--- config.mk ---
export PLATFORM = sky130hd
export DESIGN_NAME = oscfg_top
export DESIGN_NICKNAME = d
export VERILOG_FILES = /design/src/oscfg_pkg.sv /design/src/oscfg_top.sv
export SDC_FILE = /design/constraint.sdc
export NUM_CORES = 1
export LEC_CHECK = 0
export BUFFER_PORTS_ARGS = -buffer_cell sky130_fd_sc_hd__clkbuf_2
export CORE_MARGIN = 8
export CORE_UTILIZATION = 35
export CTS_CLUSTER_SIZE = 25
export DETAILED_ROUTE_END_ITERATION = 8
export HOLD_SLACK_MARGIN = 0.1
export PLACE_DENSITY = 0.63
export SETUP_SLACK_MARGIN = 0.15
export SLEW_MARGIN = 10
export SYNTH_ARGS = -nofsm -noshare
export SYNTH_HDL_FRONTEND = slang
export SYNTH_SLANG_ARGS = --single-unit
--- constraint.sdc ---
create_clock -name I_CLK_SYS -period 2.3 [get_ports I_CLK_SYS]
set_clock_uncertainty 0.05 [all_clocks]
set_input_delay 0.345 -clock I_CLK_SYS [delete_from_list [all_inputs] [get_ports I_CLK_SYS]]
set_output_delay 0.345 -clock I_CLK_SYS [all_outputs]
set_load 0.02 [all_outputs]
--- src/oscfg_pkg.sv ---
// Constants and types for the oscillator selection configuration block.
package oscfg_pkg;

    // Configuration byte width and the implemented-bit mask (bits 4-3 absent).
    localparam int CFG_W = 8;
    localparam logic [7:0] CFG_IMPL_MASK = 8'he7;
    // Value seen on a part whose configuration was never programmed.
    localparam logic [7:0] CFG_ERASED = 8'he7;

    // Startup oscillator selection codes.
    localparam logic [2:0] OSC_FAST_RC = 3'h0;
    localparam logic [2:0] OSC_FAST_RC_PLL = 3'h1;
    localparam logic [2:0] OSC_PRIMARY = 3'h2;
    localparam logic [2:0] OSC_PRIMARY_PLL = 3'h3;
    localparam logic [2:0] OSC_SECONDARY = 3'h4;
    localparam logic [2:0] OSC_SLOW_RC = 3'h5;
    localparam logic [2:0] OSC_LP_FAST_RC_DIV = 3'h6;
    localparam logic [2:0] OSC_FAST_RC_DIV = 3'h7;

    // Register bus geometry and register byte offsets.
    localparam int AXI_ADDR_W = 8;
    localparam int AXI_DATA_W = 32;
    localparam logic [7:0] REG_CONFIG = 8'h00;
    localparam logic [7:0] REG_CTRL = 8'h04;
    localparam logic [7:0] REG_STATUS = 8'h08;
    localparam logic [31:0] REG_ZERO = 32'h0000_0000;

    // Byte lanes of the control register.
    localparam int CTRL_SEL_LANE = 0;
    localparam int CTRL_REQ_LANE = 1;

    // Response codes of the bus.
    localparam logic [1:0] RESP_OKAY = 2'h0;
    localparam logic [1:0] RESP_SLVERR = 2'h2;
    localparam logic [1:0] RESP_DECERR = 2'h3;

    // Layout of the configuration byte.
    typedef struct packed {
        logic two_speed_switchover_en;
        logic slow_rc_power_sel;
        logic secondary_osc_source_cfg;
        logic [1:0] unused;
        logic [2:0] startup_osc_sel;
    } oscfg_cfg_t;

    // Enables of the individual clock sources.
    typedef struct packed {
        logic fast_rc_en;
        logic fast_rc_divided_en;
        logic lowpower_fast_rc_divided_en;
        logic pll_en;
        logic primary_en;
        logic secondary_en;
        logic slow_rc_en;
    } oscfg_osc_en_t;

    // Layout of the control register.
    typedef struct packed {
        logic [22:0] zero;
        logic switch_req;
        logic [4:0] pad;
        logic [2:0] new_osc_sel;
    } oscfg_ctrl_t;

    // Layout of the status register.
    typedef struct packed {
        logic [20:0] zero;
        logic cfg_loaded;
        logic switchover_active;
        logic sec_xtal_en;
        logic slow_rc_high_pwr;
        logic switch_busy;
        logic [2:0] target_sel;
        logic [2:0] cur_sel;
    } oscfg_status_t;

endpackage

--- src/oscfg_top.sv ---
// Oscillator selection configuration decoder with its register slave.
`timescale 1ns/100ps

// Contract
// Code 010 selects the primary oscillator, 011 the primary with PLL.
// 100 is secondary, 101 slow RC, 110 low-power fast RC/N, 111 fast RC/N.
// Bit 6 set runs the slow RC at high power and accuracy, clear at low.
// Bit 5 set enables the secondary crystal, clear picks a digital clock.
// Bit 7 lets startup run on fast RC before moving to the chosen source; the code does so only for primary, primary PLL and secondary.
// Bits 4 and 3 of the configuration byte always read as zero.
// An unprogrammed part reads all implemented bits as one: fast RC/N.
module oscfg_top (
    // Clock and reset.
    input wire logic I_CLK_SYS,
    input wire logic I_RESETN,
    // Nonvolatile configuration source.
    input wire logic [7:0] I_CFG_BYTE,
    input wire logic I_CFG_PROGRAMMED,
    // Readiness of the source being brought up.
    input wire logic I_OSC_READY,
    // AXI4-Lite write address and data.
    input wire logic [oscfg_pkg::AXI_ADDR_W-1:0] S_AXI_AWADDR,
    input wire logic S_AXI_AWVALID,
    output logic S_AXI_AWREADY,
    input wire logic [oscfg_pkg::AXI_DATA_W-1:0] S_AXI_WDATA,
    input wire logic [3:0] S_AXI_WSTRB,
    input wire logic S_AXI_WVALID,
    output logic S_AXI_WREADY,
    // AXI4-Lite write response.
    output logic [1:0] S_AXI_BRESP,
    output logic S_AXI_BVALID,
    input wire logic S_AXI_BREADY,
    // AXI4-Lite read.
    input wire logic [oscfg_pkg::AXI_ADDR_W-1:0] S_AXI_ARADDR,
    input wire logic S_AXI_ARVALID,
    output logic S_AXI_ARREADY,
    output logic [oscfg_pkg::AXI_DATA_W-1:0] S_AXI_RDATA,
    output logic [1:0] S_AXI_RRESP,
    output logic S_AXI_RVALID,
    input wire logic S_AXI_RREADY,
    // Clock source controls.
    output oscfg_pkg::oscfg_osc_en_t O_OSC_EN,
    output logic [2:0] O_CUR_OSC_SEL,
    output logic O_SLOW_RC_HIGH_PWR,
    output logic O_SEC_XTAL_EN,
    output logic O_SEC_DIGITAL_CLK_SEL,
    output logic O_SWITCHOVER_ACTIVE,
    output logic O_CFG_LOADED
);

    typedef enum logic [1:0] {ST_LOAD, ST_SWITCH, ST_RUN} oscfg_state_t;

    // Maps a selection code onto the set of sources it needs running.
    function automatic oscfg_pkg::oscfg_osc_en_t decode_sel(
        input logic [2:0] sel
    );
        oscfg_pkg::oscfg_osc_en_t en;
        en = '0;
        case (sel)
            oscfg_pkg::OSC_FAST_RC: en.fast_rc_en = 1'b1;
            oscfg_pkg::OSC_FAST_RC_PLL: begin
                en.fast_rc_divided_en = 1'b1;
                en.pll_en = 1'b1;
            end
            oscfg_pkg::OSC_PRIMARY: en.primary_en = 1'b1;
            oscfg_pkg::OSC_PRIMARY_PLL: begin
                en.primary_en = 1'b1;
                en.pll_en = 1'b1;
            end
            oscfg_pkg::OSC_SECONDARY: en.secondary_en = 1'b1;
            oscfg_pkg::OSC_SLOW_RC: en.slow_rc_en = 1'b1;
            oscfg_pkg::OSC_LP_FAST_RC_DIV: begin
                en.lowpower_fast_rc_divided_en = 1'b1;
            end
            oscfg_pkg::OSC_FAST_RC_DIV: en.fast_rc_divided_en = 1'b1;
            default: en.fast_rc_en = 1'b1;
        endcase
        return en;
    endfunction

    // True for sources that live outside the chip and need time to start.
    function automatic logic is_external(input logic [2:0] sel);
        return (sel == oscfg_pkg::OSC_PRIMARY) ||
            (sel == oscfg_pkg::OSC_PRIMARY_PLL) ||
            (sel == oscfg_pkg::OSC_SECONDARY);
    endfunction

    oscfg_pkg::oscfg_cfg_t cfg;
    oscfg_pkg::oscfg_cfg_t next_cfg;
    oscfg_state_t state;
    oscfg_state_t next_state;
    logic [2:0] cur_sel;
    logic [2:0] next_cur_sel;
    logic [2:0] target_sel;
    logic [2:0] next_target_sel;
    logic swo_active;
    logic next_swo_active;
    logic [2:0] ctrl_sel;
    logic [2:0] next_ctrl_sel;
    logic sw_switch;

    // Bus state.
    logic aw_held;
    logic next_aw_held;
    logic w_held;
    logic next_w_held;
    logic [oscfg_pkg::AXI_ADDR_W-1:0] aw_addr;
    logic [oscfg_pkg::AXI_ADDR_W-1:0] next_aw_addr;
    logic [oscfg_pkg::AXI_DATA_W-1:0] w_data;
    logic [oscfg_pkg::AXI_DATA_W-1:0] next_w_data;
    logic [3:0] w_strb;
    logic [3:0] next_w_strb;
    logic bvalid;
    logic next_bvalid;
    logic [1:0] bresp;
    logic [1:0] next_bresp;
    logic rvalid;
    logic next_rvalid;
    logic [1:0] rresp;
    logic [1:0] next_rresp;
    logic [oscfg_pkg::AXI_DATA_W-1:0] rdata;
    logic [oscfg_pkg::AXI_DATA_W-1:0] next_rdata;
    logic do_write;
    oscfg_pkg::oscfg_ctrl_t wr_ctrl;
    oscfg_pkg::oscfg_status_t status;

    // Source sequencing: capture the byte once, then start up and switch.
    always_comb begin
        next_cfg = cfg;
        next_state = state;
        next_cur_sel = cur_sel;
        next_target_sel = target_sel;
        next_swo_active = swo_active;
        case (state)
            ST_LOAD: begin
                if (I_CFG_PROGRAMMED) begin
                    next_cfg = oscfg_pkg::oscfg_cfg_t'(I_CFG_BYTE &
                        oscfg_pkg::CFG_IMPL_MASK);
                end else begin
                    next_cfg = oscfg_pkg::oscfg_cfg_t'(
                        oscfg_pkg::CFG_ERASED);
                end
                next_target_sel = next_cfg.startup_osc_sel;
                if (next_cfg.two_speed_switchover_en &&
                    is_external(next_cfg.startup_osc_sel)) begin
                    next_cur_sel = oscfg_pkg::OSC_FAST_RC;
                    next_swo_active = 1'b1;
                    next_state = ST_SWITCH;
                end else begin
                    next_cur_sel = next_cfg.startup_osc_sel;
                    next_state = ST_RUN;
                end
            end
            ST_SWITCH: begin
                if (I_OSC_READY) begin
                    next_cur_sel = target_sel;
                    next_swo_active = 1'b0;
                    next_state = ST_RUN;
                end
            end
            ST_RUN: begin
                if (sw_switch && (wr_ctrl.new_osc_sel != cur_sel)) begin
                    next_target_sel = wr_ctrl.new_osc_sel;
                    next_state = ST_SWITCH;
                end
            end
            default: next_state = ST_LOAD;
        endcase
    end

    // Sequencing registers; the erased value stands until the byte is caught.
    always_ff @(posedge I_CLK_SYS) begin
        if (!I_RESETN) begin
            cfg <= oscfg_pkg::oscfg_cfg_t'(oscfg_pkg::CFG_ERASED);
            state <= ST_LOAD;
            cur_sel <= oscfg_pkg::OSC_FAST_RC;
            target_sel <= oscfg_pkg::OSC_FAST_RC;
            swo_active <= 1'b0;
        end else begin
            cfg <= next_cfg;
            state <= next_state;
            cur_sel <= next_cur_sel;
            target_sel <= next_target_sel;
            swo_active <= next_swo_active;
        end
    end

    // Write side: address and data are held in either order, then applied.
    assign do_write = aw_held && w_held && !bvalid;
    assign wr_ctrl = oscfg_pkg::oscfg_ctrl_t'(w_data);
    assign sw_switch = do_write && (aw_addr == oscfg_pkg::REG_CTRL) &&
        w_strb[oscfg_pkg::CTRL_REQ_LANE] && wr_ctrl.switch_req;

    always_comb begin
        next_aw_held = aw_held;
        next_w_held = w_held;
        next_aw_addr = aw_addr;
        next_w_data = w_data;
        next_w_strb = w_strb;
        next_bvalid = bvalid;
        next_bresp = bresp;
        next_ctrl_sel = ctrl_sel;
        if (S_AXI_AWVALID && S_AXI_AWREADY) begin
            next_aw_held = 1'b1;
            next_aw_addr = S_AXI_AWADDR;
        end
        if (S_AXI_WVALID && S_AXI_WREADY) begin
            next_w_held = 1'b1;
            next_w_data = S_AXI_WDATA;
            next_w_strb = S_AXI_WSTRB;
        end
        if (do_write) begin
            next_aw_held = 1'b0;
            next_w_held = 1'b0;
            next_bvalid = 1'b1;
            case (aw_addr)
                oscfg_pkg::REG_CTRL: begin
                    next_bresp = oscfg_pkg::RESP_OKAY;
                    if (w_strb[oscfg_pkg::CTRL_SEL_LANE]) begin
                        next_ctrl_sel = wr_ctrl.new_osc_sel;
                    end
                end
                oscfg_pkg::REG_CONFIG, oscfg_pkg::REG_STATUS: begin
                    next_bresp = oscfg_pkg::RESP_SLVERR;
                end
                default: next_bresp = oscfg_pkg::RESP_DECERR;
            endcase
        end else if (bvalid && S_AXI_BREADY) begin
            next_bvalid = 1'b0;
        end
    end

    // Status word assembled from the live selection state.
    always_comb begin
        status = '0;
        status.cur_sel = cur_sel;
        status.target_sel = target_sel;
        status.switch_busy = (state == ST_SWITCH);
        status.slow_rc_high_pwr = cfg.slow_rc_power_sel;
        status.sec_xtal_en = cfg.secondary_osc_source_cfg;
        status.switchover_active = swo_active;
        status.cfg_loaded = (state != ST_LOAD);
    end

    // Read side: one read at a time, answered the cycle after it is taken.
    always_comb begin
        next_rvalid = rvalid;
        next_rresp = rresp;
        next_rdata = rdata;
        if (S_AXI_ARVALID && S_AXI_ARREADY) begin
            next_rvalid = 1'b1;
            next_rresp = oscfg_pkg::RESP_OKAY;
            case (S_AXI_ARADDR)
                oscfg_pkg::REG_CONFIG: next_rdata = {24'h00_0000, cfg};
                oscfg_pkg::REG_CTRL: next_rdata = {29'h0000_0000, ctrl_sel};
                oscfg_pkg::REG_STATUS: next_rdata = status;
                default: begin
                    next_rdata = oscfg_pkg::REG_ZERO;
                    next_rresp = oscfg_pkg::RESP_DECERR;
                end
            endcase
        end else if (rvalid && S_AXI_RREADY) begin
            next_rvalid = 1'b0;
        end
    end

    // Bus registers, ready flags included, so every bus output is a flop.
    always_ff @(posedge I_CLK_SYS) begin
        if (!I_RESETN) begin
            aw_held <= 1'b0;
            w_held <= 1'b0;
            aw_addr <= '0;
            w_data <= oscfg_pkg::REG_ZERO;
            w_strb <= 4'h0;
            bvalid <= 1'b0;
            bresp <= oscfg_pkg::RESP_OKAY;
            rvalid <= 1'b0;
            rresp <= oscfg_pkg::RESP_OKAY;
            rdata <= oscfg_pkg::REG_ZERO;
            ctrl_sel <= oscfg_pkg::OSC_FAST_RC;
            S_AXI_AWREADY <= 1'b0;
            S_AXI_WREADY <= 1'b0;
            S_AXI_ARREADY <= 1'b0;
        end else begin
            aw_held <= next_aw_held;
            w_held <= next_w_held;
            aw_addr <= next_aw_addr;
            w_data <= next_w_data;
            w_strb <= next_w_strb;
            bvalid <= next_bvalid;
            bresp <= next_bresp;
            rvalid <= next_rvalid;
            rresp <= next_rresp;
            rdata <= next_rdata;
            ctrl_sel <= next_ctrl_sel;
            S_AXI_AWREADY <= !next_aw_held && !next_bvalid &&
                !(S_AXI_AWVALID && S_AXI_AWREADY);
            S_AXI_WREADY <= !next_w_held && !next_bvalid &&
                !(S_AXI_WVALID && S_AXI_WREADY);
            S_AXI_ARREADY <= !next_rvalid &&
                !(S_AXI_ARVALID && S_AXI_ARREADY);
        end
    end

    assign S_AXI_BVALID = bvalid;
    assign S_AXI_BRESP = bresp;
    assign S_AXI_RVALID = rvalid;
    assign S_AXI_RRESP = rresp;
    assign S_AXI_RDATA = rdata;

    // Source enables: while switching, the target runs beside the current.
    always_ff @(posedge I_CLK_SYS) begin
        if (!I_RESETN) begin
            O_OSC_EN <= '0;
            O_CUR_OSC_SEL <= oscfg_pkg::OSC_FAST_RC;
            O_SLOW_RC_HIGH_PWR <= 1'b0;
            O_SEC_XTAL_EN <= 1'b0;
            O_SEC_DIGITAL_CLK_SEL <= 1'b0;
            O_SWITCHOVER_ACTIVE <= 1'b0;
            O_CFG_LOADED <= 1'b0;
        end else begin
            O_OSC_EN <= (state == ST_LOAD) ? '0 :
                (decode_sel(cur_sel) | ((state == ST_SWITCH) ?
                decode_sel(target_sel) : '0));
            O_CUR_OSC_SEL <= cur_sel;
            O_SLOW_RC_HIGH_PWR <= cfg.slow_rc_power_sel;
            O_SEC_XTAL_EN <= cfg.secondary_osc_source_cfg;
            O_SEC_DIGITAL_CLK_SEL <= !cfg.secondary_osc_source_cfg;
            O_SWITCHOVER_ACTIVE <= swo_active;
            O_CFG_LOADED <= (state != ST_LOAD);
        end
    end

endmodule

* After elaboration in Yosys (flattened, before gate mapping)
Index checks and enable logic that the tools add are counted.
** Operators by class
- Add/sub/neg operators :: 0
- Multipliers :: 0
- Divide/modulo/power cells :: 0
- Magnitude comparators :: 0
- Equal/unequal tests :: 27
- Shifts and indexed selects :: 0
- Multiplexer cells :: 54
- Bitwise logic cells :: 2
- Reduce and logical (&&, ||, !) cells :: 50
** Operators with widths (number)
- $mux 1 :: 38
- $pmux 11 s3 :: 1
- $eq 3x3->1 const B :: 9
- $eq 3x2->1 const B :: 6
- $logic_and 1x1->1 :: 17
- $eq 8x3->1 const B :: 2
- $eq 8x4->1 const B :: 2
- $logic_not 8->1 :: 2
- $mux 8 :: 2
- $reduce_or 2->1 :: 8
- $pmux 3 s2 :: 2
- $logic_not 1->1 :: 9
- $mux 3 :: 3
- $mux 2 :: 4
- $mux 7 :: 1
- $or 7x7->7 :: 1
- $eq 3x1->1 const B :: 2
- $logic_not 3->1 :: 2
- $ne 2x2->1 const B :: 3
- $pmux 2 s3 :: 1
- $reduce_and 2->1 :: 3
- $reduce_and 3->1 :: 2
- $reduce_bool 2->1 :: 3
- $pmux 2 s2 :: 1
- other kinds (8) :: 9
** Storage, ports and cells
- Register bits :: 97
- Bits in latches :: 0
- Bits in writable memories :: 0
- ROM bits :: 0
- Output and inout port bits :: 56
- Memories :: 0

* Longest topological paths before layout
- Depth in word-level cells :: 8
- Depth in mapped cells :: 6

* Worst setup path after synthesis
OpenSTA, ideal clock, no wires.
- Path kind :: input to register
- From :: in S_AXI_ARADDR[0] (netlist bit)
- To :: reg rdata, in the netlist S_AXI_RDATA[10]
- Setup time :: 0.065 ns
- Arrival time :: 1.488 ns
- Required time :: 2.185 ns
- Slack :: 0.697 ns
- Stages :: 4
- Path buffers :: 0
- Path through :: or4_4 -> nor4_4 -> a32oi_1 -> nor2_1
** On the way
- Longest elaborated chain between the ends :: 2
- Elaborated cells between the ends (all ways) :: 4
- Those cells by class :: eq/ne (2); mux (1); reduce/logical (1)
** RTL lines
- start, declared :: RTL line oscfg_top.sv:34 : input wire logic [oscfg_pkg::AXI_ADDR_W-1:0] S_AXI_ARADDR,
- $eq 8x4->1, or another cell as far along :: RTL line oscfg_top.sv:253 : case (S_AXI_ARADDR)
- $pmux 11 s3 * :: RTL line oscfg_top.sv:253
- end signal, assigned :: RTL line oscfg_top.sv:279 : rdata <= oscfg_pkg::REG_ZERO;
- end signal, assigned :: RTL line oscfg_top.sv:294 : rdata <= next_rdata;
- end, declared :: RTL line oscfg_top.sv:121 : logic [oscfg_pkg::AXI_DATA_W-1:0] rdata;
Every way passes the cells marked *; elsewhere a longest branch is shown, timed or not.
A chain may end at the register's enable or synchronous reset.

* Final worst setup path
- From :: reg aw_addr[4] (netlist bit)
- To :: reg target_sel[0]
** On the way
- Longest elaborated chain between the ends :: 7
** RTL lines
- start, declared :: RTL line oscfg_top.sv:107 : logic [oscfg_pkg::AXI_ADDR_W-1:0] aw_addr;
- start signal, assigned :: RTL line oscfg_top.sv:287 : aw_addr <= next_aw_addr;
- $eq 8x3->1 :: RTL line oscfg_top.sv:191 : assign sw_switch = do_write && (aw_addr == oscfg_pkg::REG_CTRL) &&
- $logic_and 1x1->1 (2 in a row) :: RTL line oscfg_top.sv:191
- $logic_and 1x1->1 :: RTL line oscfg_top.sv:192 : w_strb[oscfg_pkg::CTRL_REQ_LANE] && wr_ctrl.switch_req;
- $logic_and 1x1->1 :: RTL line oscfg_top.sv:162 : if (sw_switch && (wr_ctrl.new_osc_sel != cur_sel)) begin
- $ne 2x2->1 (no line)
- $reduce_and 2->1 (no line)
- end signal, assigned :: RTL line oscfg_top.sv:177 : target_sel <= oscfg_pkg::OSC_FAST_RC;
- end signal, assigned :: RTL line oscfg_top.sv:183 : target_sel <= next_target_sel;
- end, declared :: RTL line oscfg_top.sv:94 : logic [2:0] target_sel;
No other way between the ends.

==> flow_metrics.py <==
metrics = {
    "cts": {
        "worstSkewPairLatency_ns": 0.34,
        "cts_repair_resize_count": 0,
        "clock_sink_count": 68,
        "max-clock-path-buffers": 2,
        "cts_htree_levels": 3,
        "cts.root.buffer_cell": "sky130_fd_sc_hd__clkbuf_8",
        "tritoncts": "yes",
        "cts_hold_buffers": 0,
        "path_clk_slew_ns": 0.08,
        "tritoncts.num_buffers": 9,
        "post-cts-setup-buffer-count": 0,
    },
    "synthesis": {
        "synth-async-reset-ratio": 0,
        "synth_top_flop_cell": "sky130_fd_sc_hd__dfxtp_1",
        "mappedNetlistArea_um2": 3060,
        "synth.yosys.seq_area_share": 0.445,
        "number_of_distinct_library_cells_after_synthesis": 52,
        "synthesis.area_per_instance_um2": 8.81,
        "ys_seq_elements": 68,
        "yosys_warning_total": 0,
        "synthesis.instances": 347,
        "synth-edff-count": 0,
    },
    "power": {
        "total_leakage_power_uw": 0.00152,
        "cellPowerDensity_nw_per_um2": 761,
        "ir_drop_v": 0.000402,
    },
    "grt": {
        "global_route_wire_length_before_repair_um": 11900,
        "antenna_found_initial": 0,
        "combined_global_route_utilization_of_all_metal_layers": 0.125,
        "grt-ovfl-total": 0,
        "pin_count_of_the_biggest_net_entering_global_routing": 31,
        "first_global_vias": 2517,
    },
    "setup_path": {
        "critPathRequiredTime_ns": 2.48,
        "crit_type": "reg2reg",
        "critPathMaxFanout": 4,
        "reg2reg_slack_ns": 0.48,
        "setup.worst_path.end_class": "flip-flop",
        "critical_path_arrival_ns": 2.00,
        "timing.critical_path.from_type": "flip-flop",
    },
    "outcome": {
        "outcome": "finished clean",
    },
    "floorplan": {
        "floorplan.die_area_um2": 12000,
        "die_h_um": 109,
        "floorplan.io_pins": 125,
        "initial_core_util": 0.356,
        "die_w_um": 109,
        "placementRows": 34,
        "design.core.area_um2": 8590,
    },
    "timing": {
        "fin_setup_tns_ns": 0,
        "period_share": 0.793,
        "number_of_hold_violations_in_the_final_report": 0,
        "count_of_final_max_slew_check_failures": 0,
        "max_freq_mhz": 548,
        "rsz0062_at_grt": "no",
        "finalSetupViolations": 0,
        "layout_min_cycle_time_ns": 1.82,
    },
    "min_path": {
        "holdCritPathClass": "in2reg",
    },
    "cells_and_area": {
        "nets_finish": 481,
        "syn_to_final_growth_pct": 17.8,
        "fillCellCount": 895,
        "antennaDiodeCount": 0,
        "layout-drive-gt1-share": 0.252,
        "layoutNonFillerInstCount": 525,
    },
    "detailed_routing": {
        "dr_total_vias": 2578,
        "wirelength_um": 7490,
        "initialDrtViolationCount": 145,
        "antenna_left": 0,
        "via_per_inst": 4.91,
        "drt_drc_violations_left": 0,
        "wire_per_inst_um": 14.3,
        "drt_pass1_iterations": 5,
    },
    "place": {
        "gp_congestion": 0.822,
        "dpl.cell_count": 509,
        "detailedPlacementHpwl_um": 5520,
        "buffer_ports.inserted": 71,
    },
    "run": {
        "max_cap_violations": 0,
    },
}
==> critical path: stages, from the launching register on <==
cell and delay [ns]:
sky130_fd_sc_hd__dfxtp_1 0.32, sky130_fd_sc_hd__nor4_2 0.44, sky130_fd_sc_hd__nand4_1 0.31, sky130_fd_sc_hd__o2111a_1 0.32, sky130_fd_sc_hd__a211o_1 0.26
==> per-layer routing <==
metal  vias to the layer above  routed length (µm)  global-route usage
li1                       1300                   -                   -
met1                      1198                3290               0.152
met2                        76                3560               0.203
met3                         4                 583              0.0475
met4                         0                  58              0.0357
met5                         -                   0                   0
==> registers in the layout, summed over array words and instances, names as in the netlist, 3 cells and up <==
name	count
O_CUR_OSC_SEL	3
O_OSC_EN	7
S_AXI_RDATA	11
aw_addr	8
cfg	6
ctrl_sel	3
cur_sel	3
target_sel	3
w_data	4
==> power by group <==
part / switching [µW] / internal, µW
registers: 52.2 / 1230
clock network: 457 / 644
logic: 224 / 131
==> cell usage after synthesis (all sizes together), types with 6 or more instances <==
cell | count | area, µm²
nand2 | 36 | 138
nand2b | 6 | 37.5
nor2 | 38 | 143
a21oi | 29 | 145
buf | 30 | 235
and2 | 7 | 43.8
o21ai | 11 | 55.1
a32oi | 6 | 52.6
dfxtp | 68 | 1360
nand3 | 13 | 65.1
nor2b | 9 | 56.3
clkbuf | 14 | 62.6
a22oi | 10 | 75.1
==> cell type report <==
type | instances | area, µm² | area share
timing repair buffer | 79 | 415 | 0.115
tap | 108 | 135 | 0.0375
clock buffer | 11 | 141 | 0.0393
clock inverter | 5 | 83.8 | 0.0233
inverter | 4 | 15.0 | 0.00417
sequential | 68 | 1360 | 0.378
multi-input combinational | 250 | 1450 | 0.402
==> logic make-up after synthesis <==
logic type / synth area share
flops: 0.445
buf+inv: 0.106
simple gates: 0.225
xor+xnor: 0.0143
other cells: 0.00123
compound gates: 0.188
mux: 0.0209
==> placed cells by master, fill, tap and decap left out, drive strengths merged, types with 7 or more instances in the layout <==
cell type	instances
a21oi	29
a22oi	10
and2	7
buf	8
clkbuf	82
conb	21
dfxtp	68
nand2	36
nand3	13
nor2	38
nor2b	9
o21ai	11
==> per-stage QoR <==
stage / total power (µW) / hold WS [ns] / worst slack, ns / cell area, µm² / util
after floorplan: 1590 / 0.381 / 0.697 / 3130 / -
after global placement: 1660 / 0.395 / 0.495 / 3380 / 0.393
after detailed placement: 1670 / 0.401 / 0.488 / 3380 / 0.393
after CTS: 2770 / 0.152 / 0.474 / 3600 / 0.419
after global routing: 2870 / 0.160 / 0.425 / 3600 / 0.419
final: 2740 / 0.169 / 0.476 / 3600 / 0.419
==> worst paths after layout <==
check | startpoint | endpoint | cells past startpoint
setup / recovery | aw_addr[4]$_SDFFE_PN0P_ | target_sel[0]$_SDFFE_PN0P_ | 4
hold / removal | S_AXI_AWADDR[0] | aw_addr[0]$_SDFFE_PN0P_ | 3
setup reg to reg | aw_addr[4]$_SDFFE_PN0P_ | target_sel[0]$_SDFFE_PN0P_ | 4
hold reg to reg | aw_addr[0]$_SDFFE_PN0P_ | aw_addr[0]$_SDFFE_PN0P_ | 2
Power figures use the tool's default switching activity.
